--- src/sec_pkg.sv ---
// constants and types for the sequence external-control front end
// ==========================================================================
// ==========================================================================
package sec_pkg;
    // ======================================================================
    // sizes
    localparam int STEP_W  = 8;
    localparam int SLOT_W  = 4;
    localparam int TIME_W  = 24;
    localparam logic [STEP_W-1:0] STEP_ZERO = 8'h00;
    localparam logic [SLOT_W-1:0] SLOT_MIN  = 4'h1;
    localparam logic [SLOT_W-1:0] SLOT_MAX  = 4'hA;
    // ======================================================================
    // timing
    localparam int CLK_HZ          = 25000000;
    localparam int CONN_LAT_NS     = 200000;  // least connector latency
    localparam int TRIG_WAVE_NS    = 15000;
    localparam int TRIG_DC_NS      = 18000;
    localparam int CONN_LAT_CYC    = (CONN_LAT_NS * (CLK_HZ / 1000000) + 999) / 1000;
    localparam int TRIG_WAVE_CYC   = (TRIG_WAVE_NS * (CLK_HZ / 1000000) + 999) / 1000;
    localparam int TRIG_DC_CYC     = (TRIG_DC_NS * (CLK_HZ / 1000000) + 999) / 1000;
    localparam int LAT_W           = 13;
    // ======================================================================
    // sequencer states
    typedef enum logic [1:0] {
        SEC_READY,
        SEC_RUN,
        SEC_HOLD
    } sec_state_type;
endpackage : sec_pkg

--- src/sec_sync_if.sv ---
// interface carrying one synchronised input and its edges
interface sec_sync_if;
    logic level;
    logic fall;
    logic rise;
    modport src (output level, output fall, output rise);
    modport dst (input level, input fall, input rise);
endinterface : sec_sync_if

--- src/sec_control.sv ---
// sequence external-control front end: state, step and branch control
module sec_control
    import sec_pkg::*;
(
    // clock and reset
    input  wire logic              ref_clk,
    input  wire logic              sys_rst,
    // configuration
    input  wire logic              external_control_enable,
    input  wire logic              levelBranchOnConnector,
    input  wire logic              dcOutput,
    // connector and trigger pins
    input  wire logic              startPin,
    input  wire logic              stopPin,
    input  wire logic              holdPin,
    input  wire logic              eventPin,
    input  wire logic              levelPin,
    input  wire logic              trigPin,
    // current step parameters from the step engine
    input  wire logic              event_jump_enable,
    input  wire logic              level_jump_enable,
    input  wire logic [STEP_W-1:0] eventDest,
    input  wire logic [STEP_W-1:0] levelDest,
    input  wire logic [TIME_W-1:0] stepTime,
    input  wire logic              stepAdvance,
    input  wire logic [STEP_W-1:0] nextStep,
    input  wire logic              seqEnd,
    // store request
    input  wire logic              storeReq,
    input  wire logic [SLOT_W-1:0] storeSlot,
    input  wire logic              storeToUsb,
    input  wire logic              usbHostBusy,
    // status
    output logic [1:0]             seqState,
    output logic [STEP_W-1:0]      curStep,
    output logic                   outputFrozen,
    output logic                   storeGo,
    output logic [SLOT_W-1:0]      storeSlotOut,
    output logic                   storeRefused
);
    sec_sync_if startSync ();
    sec_sync_if stopSync ();
    sec_sync_if holdSync ();
    sec_sync_if eventSync ();
    sec_sync_if levelSync ();
    sec_sync_if trigSync ();

    sec_state_type              stateReg;
    logic [STEP_W-1:0]          stepReg;
    logic [TIME_W-1:0]          elapsedReg;
    logic                       startPendReg;
    logic                       trigPendReg;
    logic                       stopPendReg;
    logic                       eventPendReg;
    logic [LAT_W-1:0]           latCntReg;
    logic [LAT_W-1:0]           trigCntReg;
    logic                       frozenReg;
    logic                       storeGoReg;
    logic [SLOT_W-1:0]          storeSlotReg;
    logic                       storeRefusedReg;
    logic                       connOk;
    logic                       timeDone;
    logic [LAT_W-1:0]           trigTarget;

    // ======================================================================
    // input synchronisers
    sec_sync_edge uStart (
        .ref_clk (ref_clk),
        .sys_rst (sys_rst),
        .pinIn   (startPin),
        .syncOut (startSync)
    );
    sec_sync_edge uStop (
        .ref_clk (ref_clk),
        .sys_rst (sys_rst),
        .pinIn   (stopPin),
        .syncOut (stopSync)
    );
    sec_sync_edge uHold (
        .ref_clk (ref_clk),
        .sys_rst (sys_rst),
        .pinIn   (holdPin),
        .syncOut (holdSync)
    );
    sec_sync_edge uEvent (
        .ref_clk (ref_clk),
        .sys_rst (sys_rst),
        .pinIn   (eventPin),
        .syncOut (eventSync)
    );
    sec_sync_edge uLevel (
        .ref_clk (ref_clk),
        .sys_rst (sys_rst),
        .pinIn   (levelPin),
        .syncOut (levelSync)
    );
    sec_sync_edge uTrig (
        .ref_clk (ref_clk),
        .sys_rst (sys_rst),
        .pinIn   (trigPin),
        .syncOut (trigSync)
    );

    // ======================================================================
    // gating of connector inputs
    assign connOk     = external_control_enable;
    assign timeDone   = (elapsedReg >= stepTime);
    assign trigTarget = dcOutput ? LAT_W'(TRIG_DC_CYC) : LAT_W'(TRIG_WAVE_CYC);

    // ======================================================================
    // connector start, stop and event wait a fixed latency before acting; start disabled
    // on connector when level branching owns it
    always_ff @(posedge ref_clk) begin
        if (sys_rst) begin
            startPendReg <= 1'b0;
            stopPendReg  <= 1'b0;
            eventPendReg <= 1'b0;
            latCntReg    <= '0;
        end else if (!connOk || stateReg == SEC_READY && stopPendReg) begin
            startPendReg <= 1'b0;
            stopPendReg  <= 1'b0;
            eventPendReg <= 1'b0;
            latCntReg    <= '0;
        end else if (startPendReg || stopPendReg || eventPendReg) begin
            if (latCntReg == LAT_W'(CONN_LAT_CYC - 1)) begin
                startPendReg <= 1'b0;
                stopPendReg  <= 1'b0;
                eventPendReg <= 1'b0;
                latCntReg    <= '0;
            end else begin
                latCntReg <= latCntReg + 1'b1;
            end
        end else begin
            // start only from ready; start blocked when level uses connector
            startPendReg <= startSync.fall && stateReg == SEC_READY && !levelBranchOnConnector;
            stopPendReg  <= stopSync.fall && stateReg != SEC_READY;
            eventPendReg <= eventSync.fall && stateReg != SEC_READY && event_jump_enable;
        end
    end

    // ======================================================================
    // trigger start: own latency, start only
    always_ff @(posedge ref_clk) begin
        if (sys_rst) begin
            trigPendReg <= 1'b0;
            trigCntReg  <= '0;
        end else if (trigPendReg) begin
            if (trigCntReg == trigTarget - 1'b1) begin
                trigPendReg <= 1'b0;
                trigCntReg  <= '0;
            end else begin
                trigCntReg <= trigCntReg + 1'b1;
            end
        end else begin
            trigPendReg <= trigSync.fall && stateReg == SEC_READY;
        end
    end

    // ======================================================================
    // state and step
    always_ff @(posedge ref_clk) begin
        if (sys_rst) begin
            stateReg   <= SEC_READY;
            stepReg    <= STEP_ZERO;
            elapsedReg <= '0;
        end else begin
            case (stateReg)
                SEC_READY: begin
                    stepReg    <= STEP_ZERO;
                    elapsedReg <= '0;
                    if ((startPendReg && latCntReg == LAT_W'(CONN_LAT_CYC - 1)) ||
                        (trigPendReg && trigCntReg == trigTarget - 1'b1)) begin
                        stateReg <= SEC_RUN;
                    end
                end
                SEC_RUN, SEC_HOLD: begin
                    if (stopPendReg && latCntReg == LAT_W'(CONN_LAT_CYC - 1)) begin
                        stateReg <= SEC_READY;
                        stepReg  <= STEP_ZERO;
                    end else if (eventPendReg && latCntReg == LAT_W'(CONN_LAT_CYC - 1)) begin
                        stepReg    <= eventDest;
                        elapsedReg <= '0;
                    end else if (connOk && level_jump_enable && timeDone && !levelSync.level) begin
                        stepReg    <= levelDest;
                        elapsedReg <= '0;
                    end else if (stateReg == SEC_RUN && connOk && holdSync.fall) begin
                        stateReg <= SEC_HOLD;
                    end else if (stateReg == SEC_HOLD && connOk && holdSync.rise) begin
                        stateReg <= SEC_RUN;
                    end else if (stateReg == SEC_RUN && seqEnd) begin
                        stateReg <= SEC_READY;
                        stepReg  <= STEP_ZERO;
                    end else if (stateReg == SEC_RUN && stepAdvance) begin
                        stepReg    <= nextStep;
                        elapsedReg <= '0;
                    end else if (stateReg == SEC_RUN && !timeDone) begin
                        elapsedReg <= elapsedReg + 1'b1;  // frozen while held
                    end
                end
                default: stateReg <= SEC_READY;
            endcase
        end
    end

    // ======================================================================
    // hold freezes outputs; store handshake with USB refusal
    always_ff @(posedge ref_clk) begin
        if (sys_rst) begin
            frozenReg       <= 1'b0;
            storeGoReg      <= 1'b0;
            storeSlotReg    <= SLOT_MIN;
            storeRefusedReg <= 1'b0;
        end else begin
            frozenReg  <= (stateReg == SEC_HOLD);
            storeGoReg <= 1'b0;
            storeRefusedReg <= 1'b0;
            if (storeReq) begin
                if (storeToUsb && usbHostBusy) begin
                    storeRefusedReg <= 1'b1;
                end else if (!storeToUsb && (storeSlot < SLOT_MIN || storeSlot > SLOT_MAX)) begin
                    storeRefusedReg <= 1'b1;
                end else begin
                    storeGoReg   <= 1'b1;
                    storeSlotReg <= storeSlot;
                end
            end
        end
    end

    // outputs straight from flip-flops
    assign seqState     = stateReg;
    assign curStep      = stepReg;
    assign outputFrozen = frozenReg;
    assign storeGo      = storeGoReg;
    assign storeSlotOut = storeSlotReg;
    assign storeRefused = storeRefusedReg;
endmodule // sec_control

--- src/sec_sync_edge.sv ---
// three-stage synchroniser with edge detection for one pin
module sec_sync_edge (
    // clock and reset
    input  wire logic ref_clk,
    input  wire logic sys_rst,
    // pin and result
    input  wire logic pinIn,
    sec_sync_if.src   syncOut
);
    logic s1Reg;
    logic s2Reg;
    logic s3Reg;
    logic stableReg;

    // ======================================================================
    // first stage feeds only the second; idle level is high (inputs pulled up)
    always_ff @(posedge ref_clk) begin
        if (sys_rst) begin
            s1Reg     <= 1'b1;
            s2Reg     <= 1'b1;
            s3Reg     <= 1'b1;
            stableReg <= 1'b1;
        end else begin
            s1Reg <= pinIn;
            s2Reg <= s1Reg;
            s3Reg <= s2Reg;
            if (s2Reg == s3Reg) begin
                stableReg <= s3Reg;
            end
        end
    end

    // one pulse per accepted change
    assign syncOut.level = stableReg;
    assign syncOut.fall  = stableReg & (s2Reg == s3Reg) & ~s3Reg;
    assign syncOut.rise  = ~stableReg & (s2Reg == s3Reg) & s3Reg;
endmodule // sec_sync_edge

--- config.mk ---
export PLATFORM = sky130hd
export DESIGN_NAME = sec_control
export DESIGN_NICKNAME = d
export VERILOG_FILES = /design/src/sec_pkg.sv /design/src/sec_sync_if.sv /design/src/sec_control.sv /design/src/sec_sync_edge.sv
export SDC_FILE = /design/constraint.sdc
export NUM_CORES = 1
export LEC_CHECK = 0
export BUFFER_PORTS_ARGS = -buffer_cell sky130_fd_sc_hd__buf_2
export CORE_MARGIN = 2
export CORE_UTILIZATION = 39
export CTS_BUF_LIST = sky130_fd_sc_hd__clkbuf_2
export DETAILED_ROUTE_END_ITERATION = 8
export PLACE_DENSITY = 0.65
export SYNTH_ARGS = -nofsm -noshare
export SYNTH_HDL_FRONTEND = slang
export SYNTH_SLANG_ARGS = --single-unit
export TNS_END_PERCENT = 1
--- constraint.sdc ---
create_clock -name ref_clk -period 2.9 [get_ports ref_clk]
set_input_delay 0.29 -clock ref_clk [delete_from_list [all_inputs] [get_ports ref_clk]]
set_output_delay 0.29 -clock ref_clk [all_outputs]
set_load 0.05 [all_outputs]
==> run summary, run 1 <==
CP startpoint kind: register
critical path required time: 3.45 ns
Routed Antenna Nets: 0
stages on the worst setup path: 9
cells on worst reg2reg path: 9
synth top area cells: dfxtp_1 (37%), ha_1 (7.5%), nor2_1 (4.8%)
final non-filler cell total: 916
global-route wire length before repair: 20930 um
Die H: 119.3 um
Worst slew margin: 43.97%
Pwr per Cell Area: 363.6 nW/um^2
Post-synth ARST share: 0%
Worst Setup SP: latCntReg[6]$_SDFFE_PP0N_
f_max: 356.8 MHz
syn_area_per_cell: 8.256 um^2
placer congestion estimate: 0.8314
Synth Register Bits: 95
Post-Syn Instances: 628
Final Util: 47.72%
most common cell after layout, fill and taps aside: dfxtp_1
clk_lat worst skew: 0.59 ns
critical path's slowest cell: or4_4
vias in the first global route: 4588
final setup fails: 0
HPWL Detailed: 9179 um
CP delay by family, top: simple AND/OR/NAND/NOR gates
CP max stage delay: 0.60 ns
die area: 14230 um^2
Synth cell types: 62
post-synth top area share: 36.68%
Via Count: 4904
overall routing resource usage: 17.84%
Syn. warnings: 0
Inst Count DP: 877
WS Path Type: register to register
CTS Buf Count: 9
reg2reg setup slack: 0.1 ns
Tmin final: 2.803 ns
Final Hold Slack: 0.06227 ns
largest area contributor in the netlist: dfxtp_1
CTS H-Tree Depth: 3
Synth Flop Type: dfxtp_1
share of cells above drive strength 1: 21.92%
max cap viols: 0
CP cell instances: or4b_4 > or4_4 > nand2_4 > nor3_2 > a21oi_2 > o211ai_2 > buf_12 > or4_1 > nand2_1
Initial DRC Count: 271
worst IR drop on VDD: 174.0 uV
CP Buf/Inv Count: 1
initial core utilization: 39.47%
Net Count, Synth: 729
most frequent cells in the layout: dfxtp_1 (91), buf_2 (86), nor2_1 (66), nand2_1 (52), inv_1 (36)
R2R Path Start: latCntReg[6]$_SDFFE_PP0N_
largest net degree at the start of global routing: 54
nets: 835
global route overflow: 0
Reg2Reg Capture Point: elapsedReg[9]$_SDFFE_PP0P_
clock buffer depth: 2
Site Rows: 42
CP max FO: 30
routed vias/inst: 5.354
WP data arrival: 3.35 ns
Fill cells: 1296
Die X: 119.3 um
Post-Route WL: 12630 um
Num Clock Sinks: 95
P&R area growth vs syn: 20.92%
DR pass1 iterations: 5
routed len/inst: 13.79 um
Post-Route Setup TNS: 0 ns
final setup skew: 0.02320 ns
drt drc: 0
Setup crit end: elapsedReg[9]$_SDFFE_PP0P_
worst hold path type: primary input to register
sequential fraction of the synthesis area: 36.68%
Leakage: 0.002657 uW
Pwr Total: 2279 uW
status: complete, no violations
CTS tree: done
I/O Buffers: 86
Final Max Slew Viols: 0
Worst setup EP type: register
antenna violations before repair: 1
Final Hold Vio Count: 0
transition time of the tightest slew-check pin: 0.8405 ns
Final period util: 96.65%
cell area after synthesis: 5185 um^2
CTS Root Cell: clkbuf_2
Clk pin slew, worst setup/hold paths: 0.27 ns
I/O pins: 87
EDFF count, synth: 0
core area: 13140 um^2
[what timing repair did]
action,CTS,global route
hold buffers,18,0
hold endpoints to repair,17,0
buffers inserted,0,3
endpoints found under the setup margin,0,34
resized for setup,0,16
[metrics by stage]
step / setup slack [ns] / cell area [um^2]
global route: -0.04418 / 6270
detailed placement: 0.08576 / 5856
global placement: 0.1471 / 5856
finish: 0.09721 / 6270
CTS: 0.04786 / 6176
floorplan: 0.1313 / 5185
[state kept, by name, indices dropped and copies added, names as in the netlist, 2 cells and up]
register      flops
trigCntReg       13
curStep           8
elapsedReg       24
seqState          2
storeSlotOut      4
latCntReg        13
[cell usage after synthesis (3+ instances only)]
master,n
nor2_1,66
a32oi_1,6
nand3_1,23
nand4_1,24
nand2_1,52
mux2i_1,14
a211oi_1,7
clkbuf_1,24
a21o_1,11
nor2b_1,3
dfxtp_1,95
ha_1,31
nor4_1,3
nand3b_1,3
xnor2_1,7
and4_1,3
a22oi_1,3
or2_2,19
o21ai_0,22
xor2_1,9
nand4b_1,3
a31oi_1,6
or3_1,11
a21oi_1,35
nor3_1,17
o21bai_1,6
or4_1,7
inv_1,36
a221o_1,6
and3_1,12
nand2b_1,13
o211ai_1,8
[cell type report]
type / instances / area, um^2 / area share, %
tap: 176 / 220.2 / 3.512
clock buffer: 10 / 50.05 / 0.7982
sequential: 95 / 1907 / 30.41
clock inverter: 6 / 90.09 / 1.437
multi-input combinational: 469 / 3087 / 49.23
timing repair buffer: 123 / 778.2 / 12.41
antenna: 1 / 2.502 / 0.03991
inverter: 36 / 135.1 / 2.155
[how the worst min path moves through the flow]
stage	slack, ns	endpoint	cells after the start	start
CTS	0.01	startPendReg$_SDFFE_PP0P_	6	levelBranchOnConnector
global route	0.04	startPendReg$_SDFFE_PP0P_	6	levelBranchOnConnector
floorplan	0.39	uEvent.s2Reg$_SDFF_PP1_	1	uEvent.s1Reg$_SDFF_PP1_
finish	0.06	startPendReg$_SDFFE_PP0P_	6	levelBranchOnConnector
global placement	0.39	uStop.s2Reg$_SDFF_PP1_	1	uStop.s1Reg$_SDFF_PP1_
detailed placement	0.40	uStop.s2Reg$_SDFF_PP1_	1	uStop.s1Reg$_SDFF_PP1_
[kinds of logic (layout without fill, tap and decap cells)]
kind of cell | count (synthesis) | after routing | synth area share, %
adder cells (fa/ha/maj) | 31 | 31 | 7.481
XOR/XNOR | 16 | 16 | 2.703
buffers and inverters | 65 | 175 | 5.019
AO/OA/AOI/OAI | 130 | 131 | 16.89
other | 0 | 1 | 0
flip-flops | 95 | 95 | 36.68
AND/OR/NAND/NOR | 277 | 277 | 28.52
multiplexers | 14 | 14 | 2.703
[layer usage]
metal | track usage, % | vias to the layer above | share of wire, %
met2 | 29.49 | 108 | 46
li1 | - | 2477 | -
met3 | 3.352 | 13 | 3.9
met5 | 0 | - | 0
met4 | 5.809 | 0 | 1.5
met1 | 23.50 | 2306 | 49
[where the power goes]
part           switching (uW)  total [uW]  internal, uW  leakage [uW]
sequential               8.36        1330          1330      0.000772
clock                     473         767           293     0.0000829
combinational            90.2         179          88.4       0.00180
total                     572        2280          1710       0.00266
[tightest hold or removal path, delay by kind of cell]
kind	cells	cell delay (ns)
AND/OR/NAND/NOR	4	0.17
AO/OA/AOI/OAI	1	0.10
buffers and inverters	1	0.08
No activity file was read; power rests on OpenSTA's default activity.
==> inputs of run 2 (changes only) <==
Settings changed: ABC_AREA set to 1, PLACE_DENSITY 0.65 to 0.64.
==> run summary, run 2 <==
status: complete, no violations
vias in the first global route: 5435
dpl cell area: 6521 um^2
Worst Setup SP: elapsedReg[16]$_SDFFE_PP0P_
postcts setup bufs: 0
routed len/inst: 12.62 um
global-route wire length before repair: 25790 um
syn_area_per_cell: 6.370 um^2
CTS H-Tree Depth: 3
transition time of the tightest slew-check pin: 0.6322 ns
Pwr per Cell Area: 309.6 nW/um^2
synth top area cells: dfxtp_1 (32%), nand2_1 (16%), nor2_1 (9.4%)
reg2reg setup slack: 0.40 ns
CTS Root Cell: clkbuf_2
most common cell in the netlist: nand2_1
clk_lat worst skew: 0.60 ns
Final Max Slew Viols: 0
clock buffer depth: 2
Inst Count DP: 1182
Final Hold Slack: 0.04316 ns
unrepaired setup endpoints after global routing: false
Initial DRC Count: 363
Final Instance Area: 6820 um^2
Post-Route WL: 15390 um
Synth Register Bits: 95
I/O pins: 87
CTS Buf Count: 9
Site Rows: 44
Sequential Area: 1902 um^2
P&R area growth vs syn: 16.50%
Post-Syn Instances: 919
Synth cell types: 37
WP data arrival: 3.02 ns
initial core utilization: 40.13%
DR pass1 iterations: 5
Post-synth ARST share: 0%
Setup crit end: elapsedReg[16]$_SDFFE_PP0P_
drt drc: 0
area of the multi-input gates: 3377 um^2
largest area contributor in the netlist: dfxtp_1
Reg2Reg Capture Point: elapsedReg[16]$_SDFFE_PP0P_
I/O Buffers: 86
WS Path Type: register to register
Worst setup EP type: register
cell area after synthesis: 5854 um^2
global route overflow: 0
core area: 14590 um^2
placer congestion estimate: 0.8564
HPWL Detailed: 11430 um
nets: 1131
Final Hold Vio Count: 0
Post-Route Setup TNS: 0 ns
Tmin final: 2.500 ns
Syn. warnings: 0
Die X: 126.5 um
EDFF count, synth: 0
share of cells above drive strength 1: 14.69%
Worst slew margin: 57.70%
Net Count, Synth: 1020
most common cell after layout, fill and taps aside: nand2_1
registers with the most flip-flops: elapsedReg x24, latCntReg x13, trigCntReg x13
Synth Flop Type: dfxtp_1
CTS tree: done
f_max: 400.0 MHz
R2R Path Start: elapsedReg[16]$_SDFFE_PP0P_
Final period util: 86.21%
cells on worst reg2reg path: 15
largest net degree at the start of global routing: 37
top cells by instance count after synthesis: nand2_1 (249), nor2_1 (146), inv_1 (114)
post-synth top area share: 32.49%
Post-CTS Hold Buffers: 21
final setup fails: 0
worst hold path type: primary input to register
Die H: 126.5 um
max cap viols: 0
Fill cells: 1534
Routed Antenna Nets: 0
final setup skew: 0.02806 ns
hold path start: nextStep[0]
max reg flops: 24
worst IR drop on VDD: 264.8 uV
antenna violations before repair: 1
die area: 16010 um^2
critical path required time: 3.42 ns
post_cts resized: 0
most frequent cells in the layout: nand2_1 (249), nor2_1 (146), inv_1 (114), dfxtp_1 (95), buf_2 (86)
Clk pin slew, worst setup/hold paths: 0.27 ns
sequential fraction of the synthesis area: 32.49%
Num Clock Sinks: 95
CP max FO: 20
overall routing resource usage: 19.66%
Leakage: 0.003186 uW
final non-filler cell total: 1220
routed vias/inst: 4.829
CP startpoint kind: register
largest register by flop count: elapsedReg
Via Count: 5891
[run 2: how the worst min path moves through the flow]
| stage | to | cells after the start |
|---|---|---|
| after floorplan | uEvent.s2Reg$_SDFF_PP1_ | 1 |
| after global placement | uStop.s2Reg$_SDFF_PP1_ | 1 |
| after detailed placement | uStop.s2Reg$_SDFF_PP1_ | 1 |
| after CTS | curStep[0]$_SDFFE_PP0P_ | 5 |
| after global routing | curStep[0]$_SDFFE_PP0P_ | 5 |
| final | curStep[0]$_SDFFE_PP0P_ | 5 |
[run 2: report_power, final]
group / internal, uW / switching (uW)
clock network: 115 / 459
logic: 93.1 / 111
registers: 1330 / 7.42
total: 1530 / 578
[run 2: kinds of logic (layout without fill, tap and decap cells)]
family | Yosys count | count (layout) | share of synthesized area [%]
buffers and inverters | 145 | 261 | 9.831
AO/OA/AOI/OAI | 71 | 71 | 6.775
adder cells (fa/ha/maj) | 31 | 31 | 6.625
XOR/XNOR | 26 | 26 | 3.890
other | 0 | 1 | 0
AND/OR/NAND/NOR | 551 | 551 | 40.39
flip-flops | 95 | 95 | 32.49
[run 2: critical path: stages (launching register included)]
cell,delay [ns]
dfxtp_1,0.55
ha_1,0.30
nand2_1,0.07
nor2_1,0.04
nand2_1,0.09
inv_1,0.05
nand2_1,0.05
nand3_1,0.06
nor2_1,0.11
nand2_2,0.14
a21oi_1,0.31
nand3_4,0.12
nand2_4,0.22
inv_2,0.17
nor2_1,0.12
nor2_1,0.05
[run 2: through the flow]
step                utilization (%)  setup slack (ns)  total power, uW
finish                        46.75            0.4000             2112
global route                  46.75           0.06102             2215
CTS                           46.73            0.3517             2145
detailed placement            44.70            0.3536             1541
global placement              44.70            0.3754             1539
floorplan                         -            0.5753             1463
[run 2: metal layers]
metal	wire length, um	vias up	GRT usage [%]
li1	-	3138	-
met1	7355	2605	26.78
met2	7047	132	32.34
met3	742	16	2.446
met4	248	0	6.464
met5	0	-	0
[run 2: area by class of cell]
type | count | area share (%)
inverters | 121 | 6.659
repair buffers | 124 | 11.26
flip-flops and latches | 95 | 27.88
diodes | 1 | 0.03669
multi-input cells | 679 | 49.51
clock buffers | 10 | 0.7338
well taps | 184 | 3.376
clock inverters | 6 | 0.5320
